--- src/shared/slmc_defs.vh ---
// Purpose: Constants for the sleep mode controller
// Assumes: Included once by each design file that needs it
// Notes: Mode codes are written by software into the mode field
// Functional notes
// RQ1 - Six power saving modes exist and software picks one before sleeping.
// RQ2 - Light sleep stops only the CPU clock; SRAM, timers, serial port and interrupts run.
// RQ3 - Deepest sleep stops the oscillator and all functions until interrupt or reset.
// RQ4 - Timer-keepalive sleep keeps the asynchronous timer running.
// RQ5 - Converter-quiet sleep stops CPU and I/O except asynchronous timer and converter.
// RQ6 - Oscillator-standby sleep keeps the main oscillator running while all else sleeps.
// RQ7 - Extended standby keeps main oscillator and asynchronous timer running.
// RQ8 - Software sets the mode field before the request; sleep keeps all register state.
`ifndef SLMC_DEFS_VH
`define SLMC_DEFS_VH

`define SLMC_MODE_W 3
`define SLMC_MODE_IDLE 3'h0
`define SLMC_MODE_ADCQ 3'h1
`define SLMC_MODE_PDOWN 3'h2
`define SLMC_MODE_PSAVE 3'h3
`define SLMC_MODE_STBY 3'h6
`define SLMC_MODE_XSTBY 3'h7
`define SLMC_MODE_RESET 3'h0

// Clock-enable vector bit positions
`define SLMC_DOM_W 8
`define SLMC_DOM_CPU 0
`define SLMC_DOM_SRAM 1
`define SLMC_DOM_TMR 2
`define SLMC_DOM_SER 3
`define SLMC_DOM_IRQ 4
`define SLMC_DOM_IO 5
`define SLMC_DOM_ADC 6
`define SLMC_DOM_ATMR 7
`define SLMC_DOM_ALL 8'hff

`endif

--- src/rtl/slmc_sync.v ---
// Purpose: Two-flop synchroniser for asynchronous levels
// Assumes: Single destination clock
// Notes: First stage is read only by the second
`timescale 1ns/10ps
module slmc_sync #(
    parameter WIDTH = 1
) (
    ref_clk,
    reset,
    asyncIn,
    syncOut
);
    input wire ref_clk;
    input wire reset;
    input wire [WIDTH-1:0] asyncIn;
    output reg [WIDTH-1:0] syncOut;

    reg [WIDTH-1:0] meta_q;

    always @(posedge ref_clk) begin
        if (reset) begin
            meta_q <= {WIDTH{1'b0}};
            syncOut <= {WIDTH{1'b0}};
        end else begin
            meta_q <= asyncIn;
            syncOut <= meta_q;
        end
    end
endmodule

--- src/rtl/slmc_sleep_ctrl.v ---
// Purpose: Sleep mode controller gating per-domain clocks and the main oscillator
// Assumes: sleepReq, mode fields from CPU logic on ref_clk; wakeIrq async from pins
// Notes: Domain enables and oscillator enables are registered outputs
// Notes: Reserved mode codes raise a one-cycle error and never sleep
`timescale 1ns/10ps
`include "slmc_defs.vh"
module slmc_sleep_ctrl (
    ref_clk,
    reset,
    sleepEnable,
    sleepMode,
    sleepReq,
    wakeIrq,
    clkEnable,
    mainOscEnable,
    asleep,
    activeMode,
    modeError
);
    input wire ref_clk;
    input wire reset;
    input wire sleepEnable;
    input wire [`SLMC_MODE_W-1:0] sleepMode;
    input wire sleepReq;
    input wire wakeIrq;
    output reg [`SLMC_DOM_W-1:0] clkEnable;
    output reg mainOscEnable;
    output reg asleep;
    output reg [`SLMC_MODE_W-1:0] activeMode;
    output reg modeError;

    localparam ST_RUN = 1'b0;
    localparam ST_SLEEP = 1'b1;

    ////////////////////////////////////////////////////////////////////////////
    // Domain map per mode; the top bit is the main oscillator
    function [`SLMC_DOM_W:0] domainMap;
        input [`SLMC_MODE_W-1:0] m;
        reg [`SLMC_DOM_W-1:0] dom;
        reg osc;
        begin
            dom = `SLMC_DOM_ALL;
            osc = 1'b1;
            case (m)
                `SLMC_MODE_IDLE: begin // RQ2
                    dom[`SLMC_DOM_CPU] = 1'b0;
                    dom[`SLMC_DOM_SRAM] = 1'b1;
                    dom[`SLMC_DOM_TMR] = 1'b1;
                    dom[`SLMC_DOM_SER] = 1'b1;
                    dom[`SLMC_DOM_IRQ] = 1'b1;
                    dom[`SLMC_DOM_IO] = 1'b1;
                    dom[`SLMC_DOM_ADC] = 1'b1;
                    dom[`SLMC_DOM_ATMR] = 1'b1;
                    osc = 1'b1;
                end
                `SLMC_MODE_ADCQ: begin // RQ5
                    dom[`SLMC_DOM_CPU] = 1'b0;
                    dom[`SLMC_DOM_SRAM] = 1'b1;
                    dom[`SLMC_DOM_TMR] = 1'b0;
                    dom[`SLMC_DOM_SER] = 1'b0;
                    dom[`SLMC_DOM_IRQ] = 1'b1;
                    dom[`SLMC_DOM_IO] = 1'b0;
                    dom[`SLMC_DOM_ADC] = 1'b1;
                    dom[`SLMC_DOM_ATMR] = 1'b1;
                    osc = 1'b1;
                end
                `SLMC_MODE_PDOWN: begin // RQ3
                    // Only the wake pin or a reset ends this mode
                    dom[`SLMC_DOM_CPU] = 1'b0;
                    dom[`SLMC_DOM_SRAM] = 1'b0;
                    dom[`SLMC_DOM_TMR] = 1'b0;
                    dom[`SLMC_DOM_SER] = 1'b0;
                    dom[`SLMC_DOM_IRQ] = 1'b0;
                    dom[`SLMC_DOM_IO] = 1'b0;
                    dom[`SLMC_DOM_ADC] = 1'b0;
                    dom[`SLMC_DOM_ATMR] = 1'b0;
                    osc = 1'b0;
                end
                `SLMC_MODE_PSAVE: begin // RQ4
                    // Interrupt logic kept so the timer can wake the core
                    dom[`SLMC_DOM_CPU] = 1'b0;
                    dom[`SLMC_DOM_SRAM] = 1'b0;
                    dom[`SLMC_DOM_TMR] = 1'b0;
                    dom[`SLMC_DOM_SER] = 1'b0;
                    dom[`SLMC_DOM_IRQ] = 1'b1;
                    dom[`SLMC_DOM_IO] = 1'b0;
                    dom[`SLMC_DOM_ADC] = 1'b0;
                    dom[`SLMC_DOM_ATMR] = 1'b1;
                    osc = 1'b0;
                end
                `SLMC_MODE_STBY: begin // RQ6
                    // Oscillator stays up for a fast start
                    dom[`SLMC_DOM_CPU] = 1'b0;
                    dom[`SLMC_DOM_SRAM] = 1'b0;
                    dom[`SLMC_DOM_TMR] = 1'b0;
                    dom[`SLMC_DOM_SER] = 1'b0;
                    dom[`SLMC_DOM_IRQ] = 1'b0;
                    dom[`SLMC_DOM_IO] = 1'b0;
                    dom[`SLMC_DOM_ADC] = 1'b0;
                    dom[`SLMC_DOM_ATMR] = 1'b0;
                    osc = 1'b1;
                end
                `SLMC_MODE_XSTBY: begin // RQ7
                    dom[`SLMC_DOM_CPU] = 1'b0;
                    dom[`SLMC_DOM_SRAM] = 1'b0;
                    dom[`SLMC_DOM_TMR] = 1'b0;
                    dom[`SLMC_DOM_SER] = 1'b0;
                    dom[`SLMC_DOM_IRQ] = 1'b1;
                    dom[`SLMC_DOM_IO] = 1'b0;
                    dom[`SLMC_DOM_ADC] = 1'b0;
                    dom[`SLMC_DOM_ATMR] = 1'b1;
                    osc = 1'b1;
                end
                default: begin
                    dom = `SLMC_DOM_ALL;
                    osc = 1'b1;
                end
            endcase
            domainMap = {osc, dom};
        end
    endfunction

    function legalMode;
        input [`SLMC_MODE_W-1:0] m;
        begin
            case (m)
                `SLMC_MODE_IDLE: legalMode = 1'b1;
                `SLMC_MODE_ADCQ: legalMode = 1'b1;
                `SLMC_MODE_PDOWN: legalMode = 1'b1;
                `SLMC_MODE_PSAVE: legalMode = 1'b1;
                `SLMC_MODE_STBY: legalMode = 1'b1;
                `SLMC_MODE_XSTBY: legalMode = 1'b1;
                // Codes 4 and 5 are reserved
                default: legalMode = 1'b0;
            endcase
        end
    endfunction

    ////////////////////////////////////////////////////////////////////////////
    // Wake input comes from pins, so synchronise it
    wire wakeSync;

    slmc_sync #(.WIDTH(1)) uWakeSync (
        .ref_clk(ref_clk),
        .reset(reset),
        .asyncIn(wakeIrq),
        .syncOut(wakeSync)
    );

    reg state_q;
    reg state_d;
    reg [`SLMC_MODE_W-1:0] mode_q;
    reg [`SLMC_MODE_W-1:0] mode_d;
    reg [`SLMC_DOM_W:0] map;

    wire reqSeen;
    wire modeOk;
    wire takeReq;
    wire refuseReq;

    ////////////////////////////////////////////////////////////////////////////
    // Request qualification shared by entry and refusal
    assign reqSeen = sleepReq && sleepEnable && (state_q == ST_RUN);
    assign modeOk = legalMode(sleepMode);
    // A pending wake beats a new request, so no interrupt is slept through
    assign takeReq = reqSeen && modeOk && !wakeSync;
    // Reserved codes are refused and flagged, never half-entered
    assign refuseReq = reqSeen && !modeOk;

    ////////////////////////////////////////////////////////////////////////////
    // Next state; the mode field is sampled only when a request is taken
    always @* begin
        state_d = state_q;
        mode_d = mode_q;
        case (state_q)
            ST_RUN: begin
                if (takeReq) begin
                    state_d = ST_SLEEP; // RQ1
                    mode_d = sleepMode; // RQ8
                end
            end
            ST_SLEEP: begin
                // Interrupt ends any mode; reset handled below
                if (wakeSync) begin
                    state_d = ST_RUN; // RQ3
                end
            end
            default: begin
                state_d = ST_RUN;
            end
        endcase
    end

    ////////////////////////////////////////////////////////////////////////////
    // Enables of the coming cycle; all on while running
    always @* begin
        if (state_d == ST_SLEEP) begin
            map = domainMap(mode_d);
        end else begin
            map = {1'b1, `SLMC_DOM_ALL};
        end
    end

    ////////////////////////////////////////////////////////////////////////////
    // Only enables are gated; no state is cleared on entry or exit
    always @(posedge ref_clk) begin // RQ8
        if (reset) begin
            state_q <= ST_RUN;
            mode_q <= `SLMC_MODE_RESET;
            clkEnable <= `SLMC_DOM_ALL;
            mainOscEnable <= 1'b1;
            asleep <= 1'b0;
            activeMode <= `SLMC_MODE_RESET;
            modeError <= 1'b0;
        end else begin
            state_q <= state_d;
            mode_q <= mode_d;
            clkEnable <= map[`SLMC_DOM_W-1:0];
            mainOscEnable <= map[`SLMC_DOM_W];
            asleep <= state_d;
            activeMode <= mode_d;
            modeError <= refuseReq;
        end
    end
endmodule

--- config.mk ---
export PLATFORM = sky130hd
export DESIGN_NAME = slmc_sleep_ctrl
export DESIGN_NICKNAME = d
export VERILOG_FILES = /design/src/rtl/slmc_sync.v /design/src/rtl/slmc_sleep_ctrl.v
export VERILOG_INCLUDE_DIRS = /design/src /design/src/shared
export SDC_FILE = /design/constraint.sdc
export NUM_CORES = 1
export LEC_CHECK = 0
export ABC_AREA = 1
export BUFFER_PORTS_ARGS = -buffer_cell sky130_fd_sc_hd__buf_2
export CAP_MARGIN = 20
export CORE_MARGIN = 1.5
export CORE_UTILIZATION = 35
export DETAILED_ROUTE_END_ITERATION = 12
export GPL_ROUTABILITY_DRIVEN = 0
export PLACE_DENSITY = 0.65
export SETUP_SLACK_MARGIN = 0.02
export SYNTH_ARGS = -nofsm -noshare
export SYNTH_HDL_FRONTEND = slang
export SYNTH_SLANG_ARGS = --single-unit
--- constraint.sdc ---
create_clock -name ref_clk -period 1.05 [get_ports ref_clk]
set_input_delay 0.315 -clock ref_clk [delete_from_list [all_inputs] [get_ports ref_clk]]
set_output_delay 0.315 -clock ref_clk [all_outputs]
set_load 0.01 [all_outputs]
==> flow_summary.html <==
<table>
<tr><th>Metric</th><th>Value</th></tr>
<tr><th colspan="2">Yosys</th></tr>
<tr><td>Most used DFF post-synth</td><td>dfxtp_1</td></tr>
<tr><td>Average size of a mapped cell</td><td>7.97 um2</td></tr>
<tr><td>Area of the mapped netlist</td><td>478 um2</td></tr>
<tr><td>Post-synth cell types</td><td>13</td></tr>
<tr><td>Simple-gate share of the synthesized area</td><td>34.0%</td></tr>
<tr><td>Dominant cell type by area after synthesis</td><td>dfxtp_1</td></tr>
<tr><td>Count of flip-flops with a built-in enable after synthesis</td><td>0</td></tr>
<tr><td>Net Count, Synth</td><td>68</td></tr>
<tr><td>Post-synth top area share</td><td>50.3%</td></tr>
<tr><td>Synth cell count leaders</td><td>dfxtp_1, nand2_1, nor2_1</td></tr>
<tr><td>Synth warnings</td><td>0</td></tr>
<tr><td>Parity-gate share of the synthesized area counting xor and xnor cells</td><td>0%</td></tr>
<tr><td>Synth Area in Compound Gates</td><td>0%</td></tr>
<tr><td>Most area-consuming cells after synthesis</td><td>dfxtp_1, nand2_1, nand2_2, buf_4, nor2_1</td></tr>
<tr><td>Combinational family with the most area after synthesis</td><td>simple AND/OR/NAND/NOR gates</td></tr>
<tr><td>Synthesized-area fraction occupied by adder cells</td><td>0%</td></tr>
<tr><td>Async S/R FF share, synth</td><td>0%</td></tr>
<tr><td>Synth Register Bits</td><td>12</td></tr>
<tr><td>Mux share of post-synthesis cell area</td><td>0%</td></tr>
<tr><td>Sequential area share after synthesis</td><td>50.3%</td></tr>
<tr><td>Synthesized netlist cell count</td><td>60</td></tr>
<tr><th colspan="2">Clock tree</th></tr>
<tr><td>Clock Tree Root</td><td>clkbuf_4</td></tr>
<tr><td>CTS max path bufs</td><td>2</td></tr>
<tr><td>Clock Pin Slew Worst Setup and Hold Paths</td><td>0.07 ns</td></tr>
<tr><td>Clock sinks</td><td>12</td></tr>
<tr><td>Deepest level of the CTS H-tree</td><td>1</td></tr>
<tr><td>CTS tree</td><td>built</td></tr>
<tr><td># hold bufs at CTS</td><td>0</td></tr>
<tr><td>Clk_lat worst skew</td><td>0.27 ns</td></tr>
<tr><td>Number of buffers added by the clock tree synthesis step</td><td>3</td></tr>
<tr><th colspan="2">Min path</th></tr>
<tr><td>Type of the worst min-delay path</td><td>in -&gt; reg</td></tr>
<tr><td>Number of cells on the worst hold path</td><td>3</td></tr>
<tr><th colspan="2">Layout</th></tr>
<tr><td>Diode count</td><td>0</td></tr>
<tr><td>Share of cells above drive strength 1</td><td>65.9%</td></tr>
<tr><td>Total Nets Final</td><td>98</td></tr>
<tr><td>Layout filler cell count</td><td>124</td></tr>
<tr><td>Count of placed standard cells in the final layout, fillers left out</td><td>103</td></tr>
<tr><td>Post-route cell area</td><td>732 um2</td></tr>
<tr><td>Layout-stage area growth over the synthesis result</td><td>53.1%</td></tr>
<tr><th colspan="2">Pwr</th></tr>
<tr><td>Power density cells</td><td>1290 nW/um2</td></tr>
<tr><td>Design Power</td><td>942 uW</td></tr>
<tr><td>Worst vdd rail ir drop</td><td>0.749 mV</td></tr>
<tr><td>Leakage Power</td><td>0.000370 uW</td></tr>
<tr><th colspan="2">Global route</th></tr>
<tr><td>Via count of the first global-routing pass</td><td>363</td></tr>
<tr><td>Pin count of the biggest net entering global routing</td><td>7</td></tr>
<tr><td>Antenna violations before repair</td><td>0</td></tr>
<tr><td>Total routing resource utilization after global routing</td><td>14.0%</td></tr>
<tr><td>Wire length of the first global-routing pass</td><td>1360 um</td></tr>
<tr><td>Total global routing overflow</td><td>0</td></tr>
<tr><th colspan="2">Timing</th></tr>
<tr><td>Total negative slack for setup checks</td><td>-0.0569 ns</td></tr>
<tr><td>Number of endpoints with negative hold slack in the final report</td><td>0</td></tr>
<tr><td>Setup ws final</td><td>-0.0161 ns</td></tr>
<tr><td>Final period demand of the worst path</td><td>1.07 ns</td></tr>
<tr><td>Setup Skew</td><td>0.000848 ns</td></tr>
<tr><td>Final count of pins violating max slew</td><td>0</td></tr>
<tr><td>Worst hold slack across all endpoints</td><td>0.248 ns</td></tr>
<tr><td>Transition at the pin with the smallest max-transition slack</td><td>0.137 ns</td></tr>
<tr><td>Worst slew margin</td><td>90.8%</td></tr>
<tr><td>Crit share post-route</td><td>102%</td></tr>
<tr><td>Final Setup Violations</td><td>7</td></tr>
<tr><td>Peak clock frequency supported by timing</td><td>938 MHz</td></tr>
<tr><td>RSZ-0062 raised after global routing</td><td>yes</td></tr>
<tr><th colspan="2">Die</th></tr>
<tr><td>Initial cell density of the core</td><td>37.2%</td></tr>
<tr><td>Core area</td><td>1280 um2</td></tr>
<tr><td>Die area</td><td>1600 um2</td></tr>
<tr><td>Die span in y</td><td>40.0 um</td></tr>
<tr><td>Standard-cell row count</td><td>13</td></tr>
<tr><td>Horizontal extent of the die</td><td>40.0 um</td></tr>
<tr><td>I/O Pins</td><td>22</td></tr>
<tr><th colspan="2">Route</th></tr>
<tr><td>Count of antenna-violating nets left after detailed routing</td><td>0</td></tr>
<tr><td>Number of design rule violations left after detail routing</td><td>0</td></tr>
<tr><td>Vias per inst</td><td>4.30</td></tr>
<tr><td>Wire length reported by the detailed router</td><td>876 um</td></tr>
<tr><td>DRC marker count from the first detailed-route iteration</td><td>9</td></tr>
<tr><td>TritonRoute pass-1 iters</td><td>4</td></tr>
<tr><td>Drt wl/cell</td><td>8.50 um</td></tr>
<tr><td>Detailed-route via count</td><td>443</td></tr>
<tr><th colspan="2">Setup path</th></tr>
<tr><td>Capture point of the worst reg-to-reg path</td><td>clkEnable[5]$_SDFF_PP1_</td></tr>
<tr><td>CP max-delay cell</td><td>dfxtp_2</td></tr>
<tr><td>Total stage count of the critical path</td><td>8</td></tr>
<tr><td>Nature of the critical path startpoint</td><td>flip-flop</td></tr>
<tr><td>CP Data Arrival Time</td><td>1.23 ns</td></tr>
<tr><td>Launch point of the critical path</td><td>state_q$_SDFF_PP0_</td></tr>
<tr><td>Crit Path Class</td><td>reg -&gt; reg</td></tr>
<tr><td>Number of cells on the worst reg-to-reg path</td><td>8</td></tr>
<tr><td>Crit path capture</td><td>clkEnable[5]$_SDFF_PP1_</td></tr>
<tr><td>Maximum single-stage delay on the critical path</td><td>0.33 ns</td></tr>
<tr><td>WP data required</td><td>1.22 ns</td></tr>
<tr><td>Critical path, cell by cell</td><td>inv_2 &gt; nand3_4 &gt; nor2_4 &gt; nor2_2 &gt; nor2_4 &gt; nand2_2 &gt; nand2_2 &gt; nand2_2</td></tr>
<tr><td>Kind of cell adding the most delay to the critical path</td><td>simple AND/OR/NAND/NOR gates</td></tr>
<tr><td>Reg-to-reg startpoint</td><td>state_q$_SDFF_PP0_</td></tr>
<tr><td>Critical-path maximum fanout</td><td>4</td></tr>
<tr><td>Buf/Inv on CP</td><td>1</td></tr>
<tr><td>R2r setup slk</td><td>-0.02 ns</td></tr>
<tr><td>Endpoint type of the worst setup path</td><td>flip-flop</td></tr>
<tr><td>CP dominant cell by count</td><td>nand2_2</td></tr>
<tr><th colspan="2">Place</th></tr>
<tr><td>Detail Placement HPWL</td><td>690 um</td></tr>
<tr><td>Port buffer count</td><td>21</td></tr>
<tr><td>Cell count after placement</td><td>96</td></tr>
<tr><td>Post-DP Area</td><td>612 um2</td></tr>
<tr><th colspan="2">Outcome</th></tr>
<tr><td>Outcome</td><td>finished, violations left</td></tr>
<tr><td>Violated checks</td><td>negative setup slack</td></tr>
<tr><th colspan="2">Flow run</th></tr>
<tr><td>Max-capacitance violation count</td><td>0</td></tr>
</table>
==> timing repair <==
action / CTS / global route
pin swaps: 0 / 0
endpoints found under the setup margin: 16 / 21
buffers inserted: 3 / 1
gates resized for setup: 14 / 2
hold endpoints to repair: 0 / 0
==> sequential cells by signal (all words and copies together) (netlist names) <==
signal             count
clkEnable              4
mainOscEnable          1
modeError              1
mode_q                 3
state_q                1
uWakeSync.meta_q       1
uWakeSync.syncOut      1
==> layout make-up <==
type	count	area, um2	share of cell area [%]
tap	15	18.8	2.56
multi-input combinational	32	180	24.6
inverter	12	46.3	6.32
clock buffer	3	22.5	3.08
sequential	12	249	34.0
timing repair buffer	29	215	29.4
==> placed cells by master, fill, tap and decap left out, types with 2 or more instances in the layout <==
master    synthesis  routed
inv_2             5       5
nor2_4            2       2
dfxtp_1          12       5
buf_4             4       8
buf_2             0      13
buf_6             0       8
clkbuf_4          0       3
nand2_2           6       8
inv_1             6       6
dfxtp_2           0       7
nand2_1          12      10
nor2_1            7       7
==> worst min-delay path by stage <==
| stage | startpoint | endpoint | slack, ns |
|---|---|---|---|
| finish | wakeIrq | uWakeSync.meta_q$_SDFF_PP0_ | 0.25 |
| global route | wakeIrq | uWakeSync.meta_q$_SDFF_PP0_ | 0.27 |
| CTS | wakeIrq | uWakeSync.meta_q$_SDFF_PP0_ | 0.24 |
| detailed placement | uWakeSync.meta_q$_SDFF_PP0_ | uWakeSync.syncOut$_SDFF_PP0_ | 0.40 |
| global placement | uWakeSync.meta_q$_SDFF_PP0_ | uWakeSync.syncOut$_SDFF_PP0_ | 0.39 |
| floorplan | reset | state_q$_SDFF_PP0_ | 0.38 |
==> report_power, final <==
part           switching, uW  internal [uW]
clock                    140            133
combinational           91.0           89.9
sequential              11.3            477
total                    242            700
==> per-stage QoR <==
step	utilization [%]	setup slack (ns)
after floorplan	-	0.0233
after global placement	47.6	-0.141
after detailed placement	47.6	-0.156
after CTS	55.8	-0.0238
after global routing	57.0	-0.104
final	57.0	-0.0161
==> cells by family (layout without fill, tap and decap cells) <==
family,after synthesis,after routing
DFF,12,12
buffers and inverters,16,44
and+or+nand+nor,32,32
==> worst min-delay path, stage by stage <==
cell	delay [ns]
buf_2	0.07
inv_1	0.03
nor2_1	0.06
==> metal layers <==
layer	global-route usage (%)	vias up	share of wire, %
met5	0	-	0
met4	12.9	0	2.4
met3	5.00	2	5.4
met2	23.0	19	50
li1	-	228	-
met1	13.4	194	42
Note: power is estimated with default switching activity, not from simulation.
